--- src/design/rsd_pkg.sv ---
package rsd_pkg;
    // Register addresses on the serial host's register port
    localparam logic [7:0] LDO_TWO_CONTROL_ADDR = 8'h28;
    localparam logic [7:0] LDO_THREE_CONTROL_ADDR = 8'h29;
    localparam logic [7:0] DISCHARGE_CONTROL_ONE_ADDR = 8'h40;
    localparam logic [7:0] DISCHARGE_CONTROL_TWO_ADDR = 8'h41;

    // LDO control layout
    localparam int SLEEP_SEL_LSB = 4;
    localparam int RSVD_LSB = 1;
    localparam int SOFT_EN_BIT = 0;
    localparam logic [7:0] LDO_CTRL_WMASK = 8'h3f;
    localparam logic [1:0] SLEEP_OFF = 2'h0;
    localparam logic [1:0] SLEEP_ON = 2'h3;
    localparam logic [2:0] RSVD_RESET = 3'h6;

    // Discharge codes
    localparam logic [1:0] DISCH_NONE = 2'h0;
    localparam logic [1:0] DISCH_100_OHM = 2'h1;
    localparam logic [1:0] DISCH_200_OHM = 2'h2;
    localparam logic [1:0] DISCH_500_OHM = 2'h3;
    localparam int NUM_DISCH_RAILS = 8;

    // Sleep pin choice, fixed at the factory
    localparam logic SLEEP_PIN_ONE = 1'b0;
    localparam logic SLEEP_PIN_TWO = 1'b1;

    // Register write request
    typedef struct packed {
        logic wr;
        logic [7:0] addr;
        logic [7:0] wdata;
    } rsd_req_s;

    // Host-visible register state and read data
    typedef struct packed {
        logic [7:0] ldo_two_ctrl;
        logic [7:0] ldo_three_ctrl;
        logic [15:0] disch;
        logic [7:0] rdata;
    } rsd_state_s;
endpackage

--- src/design/rsd_regs.sv ---
// Behaviour
// - Sleep select 00 always uses normal code
// - Select 11 uses sleep code while pin low
// - Sleep pin is a fixed factory choice
// - Soft enable bit 0 low forces rail off
// - Register 29h mirrors layout and behaviour
// - Register 29h bits 7:6 read zero, read-only
// - Discharge code selects none/100/200/500 ohms
// - Enabled rail clears its discharge code
// - Register 40h holds buck four..one codes
// - Register 41h holds ldo two, switch, bucks
// - Register 28h bits 7:6 read-only zero
module rsd_regs #(
    parameter int CODE_W = 8
) (
    // Clock and reset
    input wire logic mclk,
    input wire logic rst_n,
    // Factory one-time-programmable defaults
    input wire logic [7:0] otp_ldo_two_ctrl,
    input wire logic [7:0] otp_ldo_three_ctrl,
    input wire logic [7:0] otp_disch_one,
    input wire logic [7:0] otp_disch_two,
    input wire logic otp_valid,
    input wire logic ldo_two_sleep_pin_sel,
    input wire logic ldo_three_sleep_pin_sel,
    // Register port from the serial host
    input wire rsd_pkg::rsd_req_s req,
    input wire logic rd,
    output logic [7:0] rdata,
    // Pins and rail status
    input wire logic sleep_pin_one,
    input wire logic sleep_pin_two,
    input wire logic [1:0] ldo_pin_enable,
    input wire logic [7:0] rail_enabled,
    // Voltage codes
    input wire logic [CODE_W-1:0] ldo_two_normal_code,
    input wire logic [CODE_W-1:0] ldo_two_sleep_code,
    input wire logic [CODE_W-1:0] ldo_three_normal_code,
    input wire logic [CODE_W-1:0] ldo_three_sleep_code,
    // Rail controls
    output logic [CODE_W-1:0] ldo_two_code,
    output logic [CODE_W-1:0] ldo_three_code,
    output logic ldo_two_on,
    output logic ldo_three_on,
    output logic [15:0] discharge_codes
);
    // Timing seen by the host
    // Write lands in its register at the next edge
    // Read data stands for the one cycle after the read
    // Rail codes and enables follow one edge after the register
    // Sleep pin change reaches the code about five edges later
    // Factory load takes the first edge after reset; a host write in that cycle is lost

    // Reset word of both LDO control registers: select 00, reserved 110
    localparam logic [7:0] CTRL_RESET = {4'h0, rsd_pkg::RSVD_RESET, 1'b0};

    // Every flip-flop of the block; one word keeps reset and update in step
    typedef struct packed {
        // Host-visible registers and read data
        rsd_pkg::rsd_state_s regs;
        // Factory defaults still to be loaded
        logic otp_load;
        // Sleep pin synchronisers, newest sample in bit 0
        logic [2:0] sync_one;
        logic [2:0] sync_two;
        // Settled sleep pin levels
        logic pin_one;
        logic pin_two;
        // Registered rail controls
        logic [CODE_W-1:0] two_code;
        logic [CODE_W-1:0] three_code;
        logic two_on;
        logic three_on;
    } rsd_all_s;

    // Reset value; sync stages start high, the idle level of the pins
    // Control registers start at 0ch until the factory load
    localparam rsd_all_s ALL_RESET = '{
        regs: '{
            ldo_two_ctrl: CTRL_RESET,
            ldo_three_ctrl: CTRL_RESET,
            disch: 16'h0000,
            rdata: 8'h00
        },
        otp_load: 1'b1,
        sync_one: 3'h7,
        sync_two: 3'h7,
        pin_one: 1'b1,
        pin_two: 1'b1,
        two_code: '0,
        three_code: '0,
        two_on: 1'b0,
        three_on: 1'b0
    };

    // State word and its next value
    rsd_all_s st_r;
    rsd_all_s st_nxt;
    // Decoded register select and per-rail views of the state
    logic [3:0] addr_hit;
    logic [1:0] two_sel;
    logic [1:0] three_sel;
    logic two_pin;
    logic three_pin;
    logic two_soft_en;
    logic three_soft_en;

    // Sleep pin level picked by the factory choice
    // Straps are static, so no synchroniser is needed here
    function automatic logic pick_pin(input logic sel, input logic p1,
                                      input logic p2);
        pick_pin = (sel == rsd_pkg::SLEEP_PIN_TWO) ? p2 : p1;
    endfunction

    // Voltage code from select field and pin
    // Reserved codes 01 and 10 act as 00, the safer normal voltage
    function automatic logic [CODE_W-1:0] pick_code(input logic [1:0] sel,
        input logic pin, input logic [CODE_W-1:0] nrm,
        input logic [CODE_W-1:0] slp);
        if (sel == rsd_pkg::SLEEP_ON && !pin)
        begin
            pick_code = slp;
        end
        else
        begin
            pick_code = nrm;
        end
    endfunction

    // Synchroniser verdict: second and third stage agree
    // Three stages cost a cycle of latency but cut metastability
    function automatic logic settled(input logic [2:0] stages);
        settled = (stages[1] == stages[2]);
    endfunction

    // One-hot register select; unmapped addresses select nothing
    // Mapped offsets are fixed; widen here to add a register
    function automatic logic [3:0] reg_sel(input logic [7:0] addr);
        if (addr == rsd_pkg::LDO_TWO_CONTROL_ADDR)
        begin
            reg_sel = 4'h1;
        end
        else if (addr == rsd_pkg::LDO_THREE_CONTROL_ADDR)
        begin
            reg_sel = 4'h2;
        end
        else if (addr == rsd_pkg::DISCHARGE_CONTROL_ONE_ADDR)
        begin
            reg_sel = 4'h4;
        end
        else if (addr == rsd_pkg::DISCHARGE_CONTROL_TWO_ADDR)
        begin
            reg_sel = 4'h8;
        end
        else
        begin
            reg_sel = 4'h0;
        end
    endfunction

    // Same decode serves writes and reads
    assign addr_hit = reg_sel(req.addr);

    // Per-rail fields of the stored control registers
    assign two_sel = st_r.regs.ldo_two_ctrl[rsd_pkg::SLEEP_SEL_LSB +: 2];
    assign three_sel = st_r.regs.ldo_three_ctrl[rsd_pkg::SLEEP_SEL_LSB +: 2];
    assign two_soft_en = st_r.regs.ldo_two_ctrl[rsd_pkg::SOFT_EN_BIT];
    assign three_soft_en = st_r.regs.ldo_three_ctrl[rsd_pkg::SOFT_EN_BIT];

    // Settled level of the pin each rail is strapped to
    assign two_pin = pick_pin(ldo_two_sleep_pin_sel, st_r.pin_one,
        st_r.pin_two);
    assign three_pin = pick_pin(ldo_three_sleep_pin_sel, st_r.pin_one,
        st_r.pin_two);

    // Next state of every flip-flop
    always_comb
    begin
        st_nxt = st_r;

        // Sleep pins are asynchronous: shift, then take a level
        // only once it has stood two cycles, so a glitch is ignored
        st_nxt.sync_one = {st_r.sync_one[1:0], sleep_pin_one};
        st_nxt.sync_two = {st_r.sync_two[1:0], sleep_pin_two};
        if (settled(st_r.sync_one))
        begin
            st_nxt.pin_one = st_r.sync_one[2];
        end
        if (settled(st_r.sync_two))
        begin
            st_nxt.pin_two = st_r.sync_two[2];
        end

        // Factory load done at the first edge with valid defaults
        if (otp_valid)
        begin
            st_nxt.otp_load = 1'b0;
        end

        // Register contents; a host write in the load cycle is lost
        if (st_r.otp_load && otp_valid)
        begin
            // Control bits 7:6 read zero, so the defaults are masked too
            st_nxt.regs.ldo_two_ctrl =
                otp_ldo_two_ctrl & rsd_pkg::LDO_CTRL_WMASK;
            st_nxt.regs.ldo_three_ctrl =
                otp_ldo_three_ctrl & rsd_pkg::LDO_CTRL_WMASK;
            st_nxt.regs.disch = {otp_disch_two, otp_disch_one};
        end
        else if (req.wr)
        begin
            // Host writes; bits 7:6 of the control registers are dropped
            if (addr_hit[0])
            begin
                st_nxt.regs.ldo_two_ctrl =
                    req.wdata & rsd_pkg::LDO_CTRL_WMASK;
            end
            else if (addr_hit[1])
            begin
                st_nxt.regs.ldo_three_ctrl =
                    req.wdata & rsd_pkg::LDO_CTRL_WMASK;
            end
            else if (addr_hit[2])
            begin
                st_nxt.regs.disch[7:0] = req.wdata;
            end
            else if (addr_hit[3])
            begin
                st_nxt.regs.disch[15:8] = req.wdata;
            end
        end

        // Rail bit i owns pair 2i+1:2i of the discharge word
        // 0 to 3: buck rails one to four, register 40h
        // 4 and 5: buck rails five and six, register 41h
        // 6: load switch A; 7: ldo rail two
        // Clearing every cycle lets an enabled rail beat a write
        for (int i = 0; i < rsd_pkg::NUM_DISCH_RAILS; i++)
        begin
            if (rail_enabled[i])
            begin
                st_nxt.regs.disch[2*i +: 2] = rsd_pkg::DISCH_NONE;
            end
        end

        // Read data stands one cycle; unmapped addresses read zero
        st_nxt.regs.rdata = 8'h00;
        if (rd)
        begin
            if (addr_hit[0])
            begin
                st_nxt.regs.rdata = st_r.regs.ldo_two_ctrl;
            end
            else if (addr_hit[1])
            begin
                st_nxt.regs.rdata = st_r.regs.ldo_three_ctrl;
            end
            else if (addr_hit[2])
            begin
                st_nxt.regs.rdata = st_r.regs.disch[7:0];
            end
            else if (addr_hit[3])
            begin
                st_nxt.regs.rdata = st_r.regs.disch[15:8];
            end
        end

        // Rail codes follow the stored select field and settled pin
        st_nxt.two_code = pick_code(two_sel, two_pin, ldo_two_normal_code,
            ldo_two_sleep_code);
        st_nxt.three_code = pick_code(three_sel, three_pin,
            ldo_three_normal_code, ldo_three_sleep_code);

        // Soft enable low overrides every control pin
        // Pin enable is decoded on this clock, so it needs no sync
        st_nxt.two_on = two_soft_en && ldo_pin_enable[0];
        st_nxt.three_on = three_soft_en && ldo_pin_enable[1];
    end

    // One register for all state; reset loads constants only
    // A second reset in mid-run reloads the factory defaults
    always_ff @(posedge mclk or negedge rst_n)
    begin
        if (!rst_n)
        begin
            st_r <= ALL_RESET;
        end
        else
        begin
            st_r <= st_nxt;
        end
    end

    // Outputs straight from flip-flops
    // Read data is zero whenever no read was taken
    assign rdata = st_r.regs.rdata;
    assign ldo_two_code = st_r.two_code;
    assign ldo_three_code = st_r.three_code;
    assign ldo_two_on = st_r.two_on;
    assign ldo_three_on = st_r.three_on;
    // Codes pass to the analog selector as stored
    assign discharge_codes = st_r.regs.disch;
endmodule

--- config.mk ---
export PLATFORM = sky130hd
export DESIGN_NAME = rsd_regs
export DESIGN_NICKNAME = d
export VERILOG_FILES = /design/src/design/rsd_pkg.sv /design/src/design/rsd_regs.sv
export SDC_FILE = /design/constraint.sdc
export NUM_CORES = 1
export LEC_CHECK = 0
export BUFFER_PORTS_ARGS = -buffer_cell sky130_fd_sc_hd__buf_2
export CAP_MARGIN = 40
export CORE_ASPECT_RATIO = 0.8
export CORE_MARGIN = 4
export CORE_UTILIZATION = 30
export DETAILED_ROUTE_END_ITERATION = 7
export PLACE_DENSITY = 0.65
export SKIP_CTS_REPAIR_TIMING = 1
export SLEW_MARGIN = 20
export SYNTH_ARGS = -nofsm -noshare
export SYNTH_HDL_FRONTEND = slang
export SYNTH_SLANG_ARGS = --single-unit
export TNS_END_PERCENT = 1
--- constraint.sdc ---
create_clock -name mclk -period 4.8 [get_ports mclk]
set_clock_uncertainty 0.2 [all_clocks]
set_input_delay 0.48 -clock mclk [delete_from_list [all_inputs] [get_ports mclk]]
set_output_delay 0.48 -clock mclk [all_outputs]
set_load 0.02 [all_outputs]
# Yosys cells after proc, flatten, opt, wreduce, memory -nomap -nowiden
# Cells that the tools add are included.
# W data, S select, Z words.
[totals]
elab_cells = 115
in_bits = 99
out_inout_bits = 42
register_bits = 67
[classes]
mux = 30
n_reduce_logical = 36
eq_ne = 29
[op_table]
columns = ["operator", "count"]
rows = [
  ["$mux W8", 12],
  ["$mux W32", 2],
  ["$ne A3 B2 Y1 const B", 20],
  ["$reduce_bool A3 Y1", 16],
  ["$mux W24", 1],
  ["$reduce_and A5 Y1", 4],
  ["$eq A8 B6 Y1 const B", 2],
  ["$eq A8 B7 Y1 const B", 2],
  ["$mux W16", 1],
  ["$mux W2", 8],
  ["$mux W4", 4],
  ["$reduce_and A4 Y1", 4],
  ["$reduce_bool A2 Y1", 3],
  ["$logic_and A1 B1 Y1", 5],
  ["$eq A2 B2 Y1 const B", 2],
  ["$reduce_and A3 Y1", 1],
  ["$eq A1 B1 Y1", 2],
  ["$logic_not A1 Y1", 2],
  ["$mux W1", 2],
  ["$ne A2 B1 Y1 const B", 1],
  ["$reduce_and A2 Y1", 1],
]

# Depth between registers and ports, before layout
[logic_depth]
depth_word = 12
mapped_depth = 6
ltp_nobuf = 3

# Worst setup path after synthesis
# Ideal clock, no wire load.
[synth_timing]
path_kind = "input to register"
startpoint = "input req[8] (netlist bit)"
endpoint = "register st_r, in the netlist discharge_codes[3]"
t_arrival_ps = 1642
slack_ps = 2871
n_path_buf = 3
required_time_ps = 4513
stages = 6
setup_time_ps = 87
path_cell_list = "buf_6 -> or3b_1 -> buf_6 -> buf_6 -> o31a_1 -> a211oi_2"
[synth_via]
elab_chain_cells = 6
elab_cells_between_ends = 10
classes_between = "eq/ne: 5; mux: 3; reduce/logical: 2"
[synth_rtl]
columns = ["item", "line_no", "text"]
rows = [
  ["start, declared", "rsd_regs.sv:28", "input wire rsd_pkg::rsd_req_s req,"],
  ["$eq A8 B7 Y1", "rsd_regs.sv:148", "else if (addr == rsd_pkg::DISCHARGE_CONTROL_ONE_ADDR)"],
  ["$mux W4", "rsd_regs.sv:148", ""],
  ["$mux W4", "rsd_regs.sv:144", "else if (addr == rsd_pkg::LDO_THREE_CONTROL_ADDR)"],
  ["$mux W4 (*)", "rsd_regs.sv:140", "if (addr == rsd_pkg::LDO_TWO_CONTROL_ADDR)"],
  ["$ne A3 B2 Y1 (no source line) / $reduce_bool A3 Y1 (equally long branches)", "n/a", ""],
  ["$reduce_and A4 Y1 (no source line) (*)", "n/a", ""],
  ["end signal, assigned", "rsd_regs.sv:291", "st_r <= st_nxt;"],
  ["end, declared", "rsd_regs.sv:98", "rsd_all_s st_r;"],
]
# Every way passes the cells marked *; elsewhere a longest branch is shown, timed or not.
# A chain may end at the register's enable or synchronous reset.

# Final worst setup path
[layout_timing]
startpoint = "input req[8] (netlist bit)"
endpoint = "register st_r, in the netlist discharge_codes[8]"
[layout_via]
elab_chain_cells = 7
elab_cells_between_ends = 13
classes_between = "eq/ne: 7; mux: 4; reduce/logical: 2"
[layout_rtl]
columns = ["item", "line_no", "text"]
rows = [
  ["$eq A8 B7 Y1", "rsd_regs.sv:152", "else if (addr == rsd_pkg::DISCHARGE_CONTROL_TWO_ADDR)"],
  ["$mux W4", "rsd_regs.sv:152", ""],
  ["$mux W4", "rsd_regs.sv:148", ""],
  ["$mux W4", "rsd_regs.sv:144", ""],
  ["$mux W4 (*)", "rsd_regs.sv:140", ""],
  ["$reduce_bool A3 Y1 (no source line)", "n/a", ""],
  ["$reduce_and A5 Y1 (no source line) (*)", "n/a", ""],
]
# Marks and branches as above.

==> results.txt <==
----------------------------------------------------
[Run status]
  Run status ... finished, final reports clean

[Critical path]
  Setup slack of the worst register-to-register path ... 2.64 ns
  Critical path required time ... roughly 4.9 ns
  Worst reg2reg endpoint ... discharge_codes[4]$_DFFE_PN0P_
  CP Launch Type ... primary input
  CP Max Fanout ... 18
  Data arrival time of the critical path ... 2.39 ns
  Start of the worst register-to-register path ... st_r[26]$_DFFE_PN1P_
  Crit path capture type ... flop
  Number of cells on the worst reg-to-reg path ... 4
  Critical path class ... in2reg

[STA]
  Worst rel slew slack ... a little over two fifths
  Total count of hold-check failures in the final report ... 0
  Max Transition Viols Final ... 0
  Total Neg Setup Slack ... 0 ns
  Maximum achievable frequency ... around 430 MHz
  Setup Viol. Count Final ... 0
  Post-layout min period ... approximately 2.3 ns
  Part of the cycle the worst path needs ... between 40% and 50%
  Unrepaired setup endpoints after global routing ... false
  Actual transition at the worst max-transition pin ... approximately 0.86 ns

[Logic synthesis]
  Post-Syn Nets ... 417
  Cell accounting for the most synthesized area ... sky130_fd_sc_hd__dfrtp_1
  Synthesis-stage register bit count ... 63
  Sequential share of the synthesized area ... about 46%
  Number of instances in the synthesized netlist ... 318
  Area fraction of the dominant cell type after synthesis ... 36.2%
  Cell Area, Synth ... 3460 um^2
  Average instance area after synthesis ... about 11 um^2
  Primary flip-flop cell chosen by synthesis mapping ... sky130_fd_sc_hd__dfrtp_1
  Most frequently used cell type in the post-synthesis netlist ... sky130_fd_sc_hd__dfrtp_1
  Netlist cell types ... 34
  Number of enable flip-flop cells after synthesis ... 0
  Cell types occupying the most area after synthesis ... sky130_fd_sc_hd__dfrtp_1, sky130_fd_sc_hd__dfstp_2, sky130_fd_sc_hd__buf_4
  Commonest cells post-synth ... sky130_fd_sc_hd__dfrtp_1, sky130_fd_sc_hd__buf_4, sky130_fd_sc_hd__a21oi_1, sky130_fd_sc_hd__mux2i_1, sky130_fd_sc_hd__mux2_2
  Number of warning messages in the yosys log ... 0
  Share of synthesized flip-flops with an asynchronous set or reset ... 100%

[Drt]
  Post-DR vias/cell ... between 5 and 6
  Detailed Route WL ... 9.84 mm
  Detailed Routing Iterations Pass 1 ... 5
  Wire length per cell ... between 15 and 20 um
  DRT iter0 DRCs ... 255
  Number of vias in the routed layout ... around 2,800
  Residual antenna-violating net count after detailed routing ... 0
  Remaining DRCs ... 0

[Global routing]
  Vias in the first global route ... 2,902
  Gr ovfl total ... 0
  Total Routing Usage GR ... 14.7%
  Maximum number of pins on one net before global-route repair ... 64
  Wire length of the first global-routing pass ... ~15 mm
  Initial antenna violation count ... 0

[Floorplan]
  Die Area ... roughly 13,000 um^2
  Initial Utilization ... between 30% and 40%
  Core Area ... approximately 11,000 um^2
  Width of the die ... 128 um
  Row count ... 34
  Num ports ... approximately 140
  Overall die height ... between 100 and 150 um

[Placed design]
  Final weighted congestion in routability-driven placement ... between 0.8 and 0.9
  Detailed placement HPWL ... about 7.3 mm
  Port Buffers ... around 140

[Layout]
  Inserted Diodes ... 0
  Layout Area Growth over Synthesis ... 22.0%
  Count of nets after finishing ... 502
  Util after Layout ... a little under two fifths
  Share of cells above drive strength 1 ... 47.8%

[Clock tree]
  Worst-Skew Late Latency ... 0.33 ns
  Clock edge transition at the registers on the reported setup and hold paths ... around 0.060 ns
  Deepest clock path buffer count ... 2
  Root buffer selected by CTS ... sky130_fd_sc_hd__clkbuf_16
  CTS H-tree depth ... 3
  CTS tree ... built
  Clock buffer count from CTS ... 9
  Number of sinks on the clock net ... between 60 and 70

[Pwr]
  Worst IR Drop VDD ... 0.161 mV
  Leakage component of the power ... 1.95 nW
  Power density over cell area ... about 310 nW/um^2

[Hold path]
  Endpoint of the worst hold-timing path ... st_nxt[24]$_DFF_PN1_
  WHS Path Cells ... 1
  Hold path startpoint ... sleep_pin_one
  Hold crit path type ... in2reg

[Flow run]
  Max-cap viol count ... 0

----------------------------------------------------
-- area by class of cell --
class / instances / area [um^2]
fill: 1120 / 6850
sequential: 63 / 1590
multi-input combinational: 187 / 1410
timing repair buffer: 141 / 748
clock buffer: 9 / 225
tap: 144 / 180
clock inverter: 7 / 55.1
inverter: 1 / 3.75
-- flip-flops by register name (all words and copies together) (netlist names) --
name             count
st_r                17
ldo_two_on           1
ldo_three_on         1
discharge_codes     16
st_nxt               4
ldo_two_code         8
rdata                8
ldo_three_code       8
-- cells in the final DEF (no fill, tap or decap), types with 2 or more instances in the layout --
master                       synthesis  final
sky130_fd_sc_hd__a21boi_0            8      8
sky130_fd_sc_hd__dfrtp_1            50     50
sky130_fd_sc_hd__a21oi_1            30     30
sky130_fd_sc_hd__clkinv_4            0      2
sky130_fd_sc_hd__mux2i_1            17     17
sky130_fd_sc_hd__a211oi_1            9      9
sky130_fd_sc_hd__o22a_1              6      6
sky130_fd_sc_hd__o311ai_0           12     12
sky130_fd_sc_hd__inv_6               0      2
sky130_fd_sc_hd__a211oi_2            6      6
sky130_fd_sc_hd__nand3_1            12     12
sky130_fd_sc_hd__o31ai_4             2      2
sky130_fd_sc_hd__buf_2               5    136
sky130_fd_sc_hd__maj3_1              2      2
sky130_fd_sc_hd__or3b_1              2      2
sky130_fd_sc_hd__nand2_1            14     14
sky130_fd_sc_hd__nor3_1              3      2
sky130_fd_sc_hd__dfstp_2            13     13
sky130_fd_sc_hd__nor2_1              6      6
sky130_fd_sc_hd__o31a_1             15     15
sky130_fd_sc_hd__clkbuf_16           0      9
sky130_fd_sc_hd__and3_1              3      3
sky130_fd_sc_hd__and3b_1             2      2
sky130_fd_sc_hd__and2_1              3      3
sky130_fd_sc_hd__nand3b_1            3      3
sky130_fd_sc_hd__mux2_2             16     16
sky130_fd_sc_hd__nand4_1            12     12
sky130_fd_sc_hd__clkinvlp_4          0      2
sky130_fd_sc_hd__buf_8               0      2
-- cell families (layout without fill, tap and decap cells) --
logic type	after synthesis	after routing	share of synthesized area, %
buf+inv	68	158	13.3
compound gates	89	89	19.9
simple gates	63	63	9.99
fa+ha+maj	2	2	0.579
flops	63	63	46.1
mux	33	33	10.1
-- routing by layer --
| metal | track usage (%) | vias up | wire length (um) |
|---|---|---|---|
| li1 | - | 1312 | - |
| met1 | 19.5 | 1372 | 4260 |
| met2 | 23.6 | 135 | 4750 |
| met3 | 4.11 | 4 | 774 |
| met4 | 3.41 | 0 | 52 |
| met5 | 0 | - | 0 |
-- how the worst max path moves through the flow --
stage                     startpoint                             end  slack, ns  cells after the start
after floorplan               req[8]  discharge_codes[3]$_DFFE_PN0P_       2.87                      6
after global placement       req[12]              rdata[6]$_DFF_PN0_       2.10                      4
after detailed placement      req[8]  discharge_codes[8]$_DFFE_PN0P_       2.15                      4
after CTS                     req[8]  discharge_codes[8]$_DFFE_PN0P_       2.50                      4
after global routing          req[8]  discharge_codes[8]$_DFFE_PN0P_       2.36                      4
final                         req[8]  discharge_codes[8]$_DFFE_PN0P_       2.46                      4
-- worst max-delay path: stages --
cell and delay, ns:
sky130_fd_sc_hd__buf_2 0.42, sky130_fd_sc_hd__nand3b_1 0.60, sky130_fd_sc_hd__o31ai_4 0.65, sky130_fd_sc_hd__mux2i_1 0.24
-- power by group --
group	switching [W]	leakage, nW	total (W)	internal [W]
Clock	0.000250	0.132	0.000603	0.000353
Sequential	0.00000747	0.796	0.000560	0.000552
Combinational	0.0000752	1.02	0.000132	0.0000564
Total	0.000333	1.95	0.00129	0.000962
-- through the flow --
stage	hold slack, ns	std cells	worst slack [ns]	total power, W	area, um^2
floorplan	-0.0156	318	2.87	0.000638	3460
global placement	0.146	532	2.10	0.000693	3870
detailed placement	0.151	534	2.15	0.000699	3910
CTS	0.0409	550	2.50	0.00131	4190
global route	0.0360	552	2.36	0.00136	4220
finish	0.0552	552	2.46	0.00129	4220
Note: power is estimated with default switching activity, not from simulation.
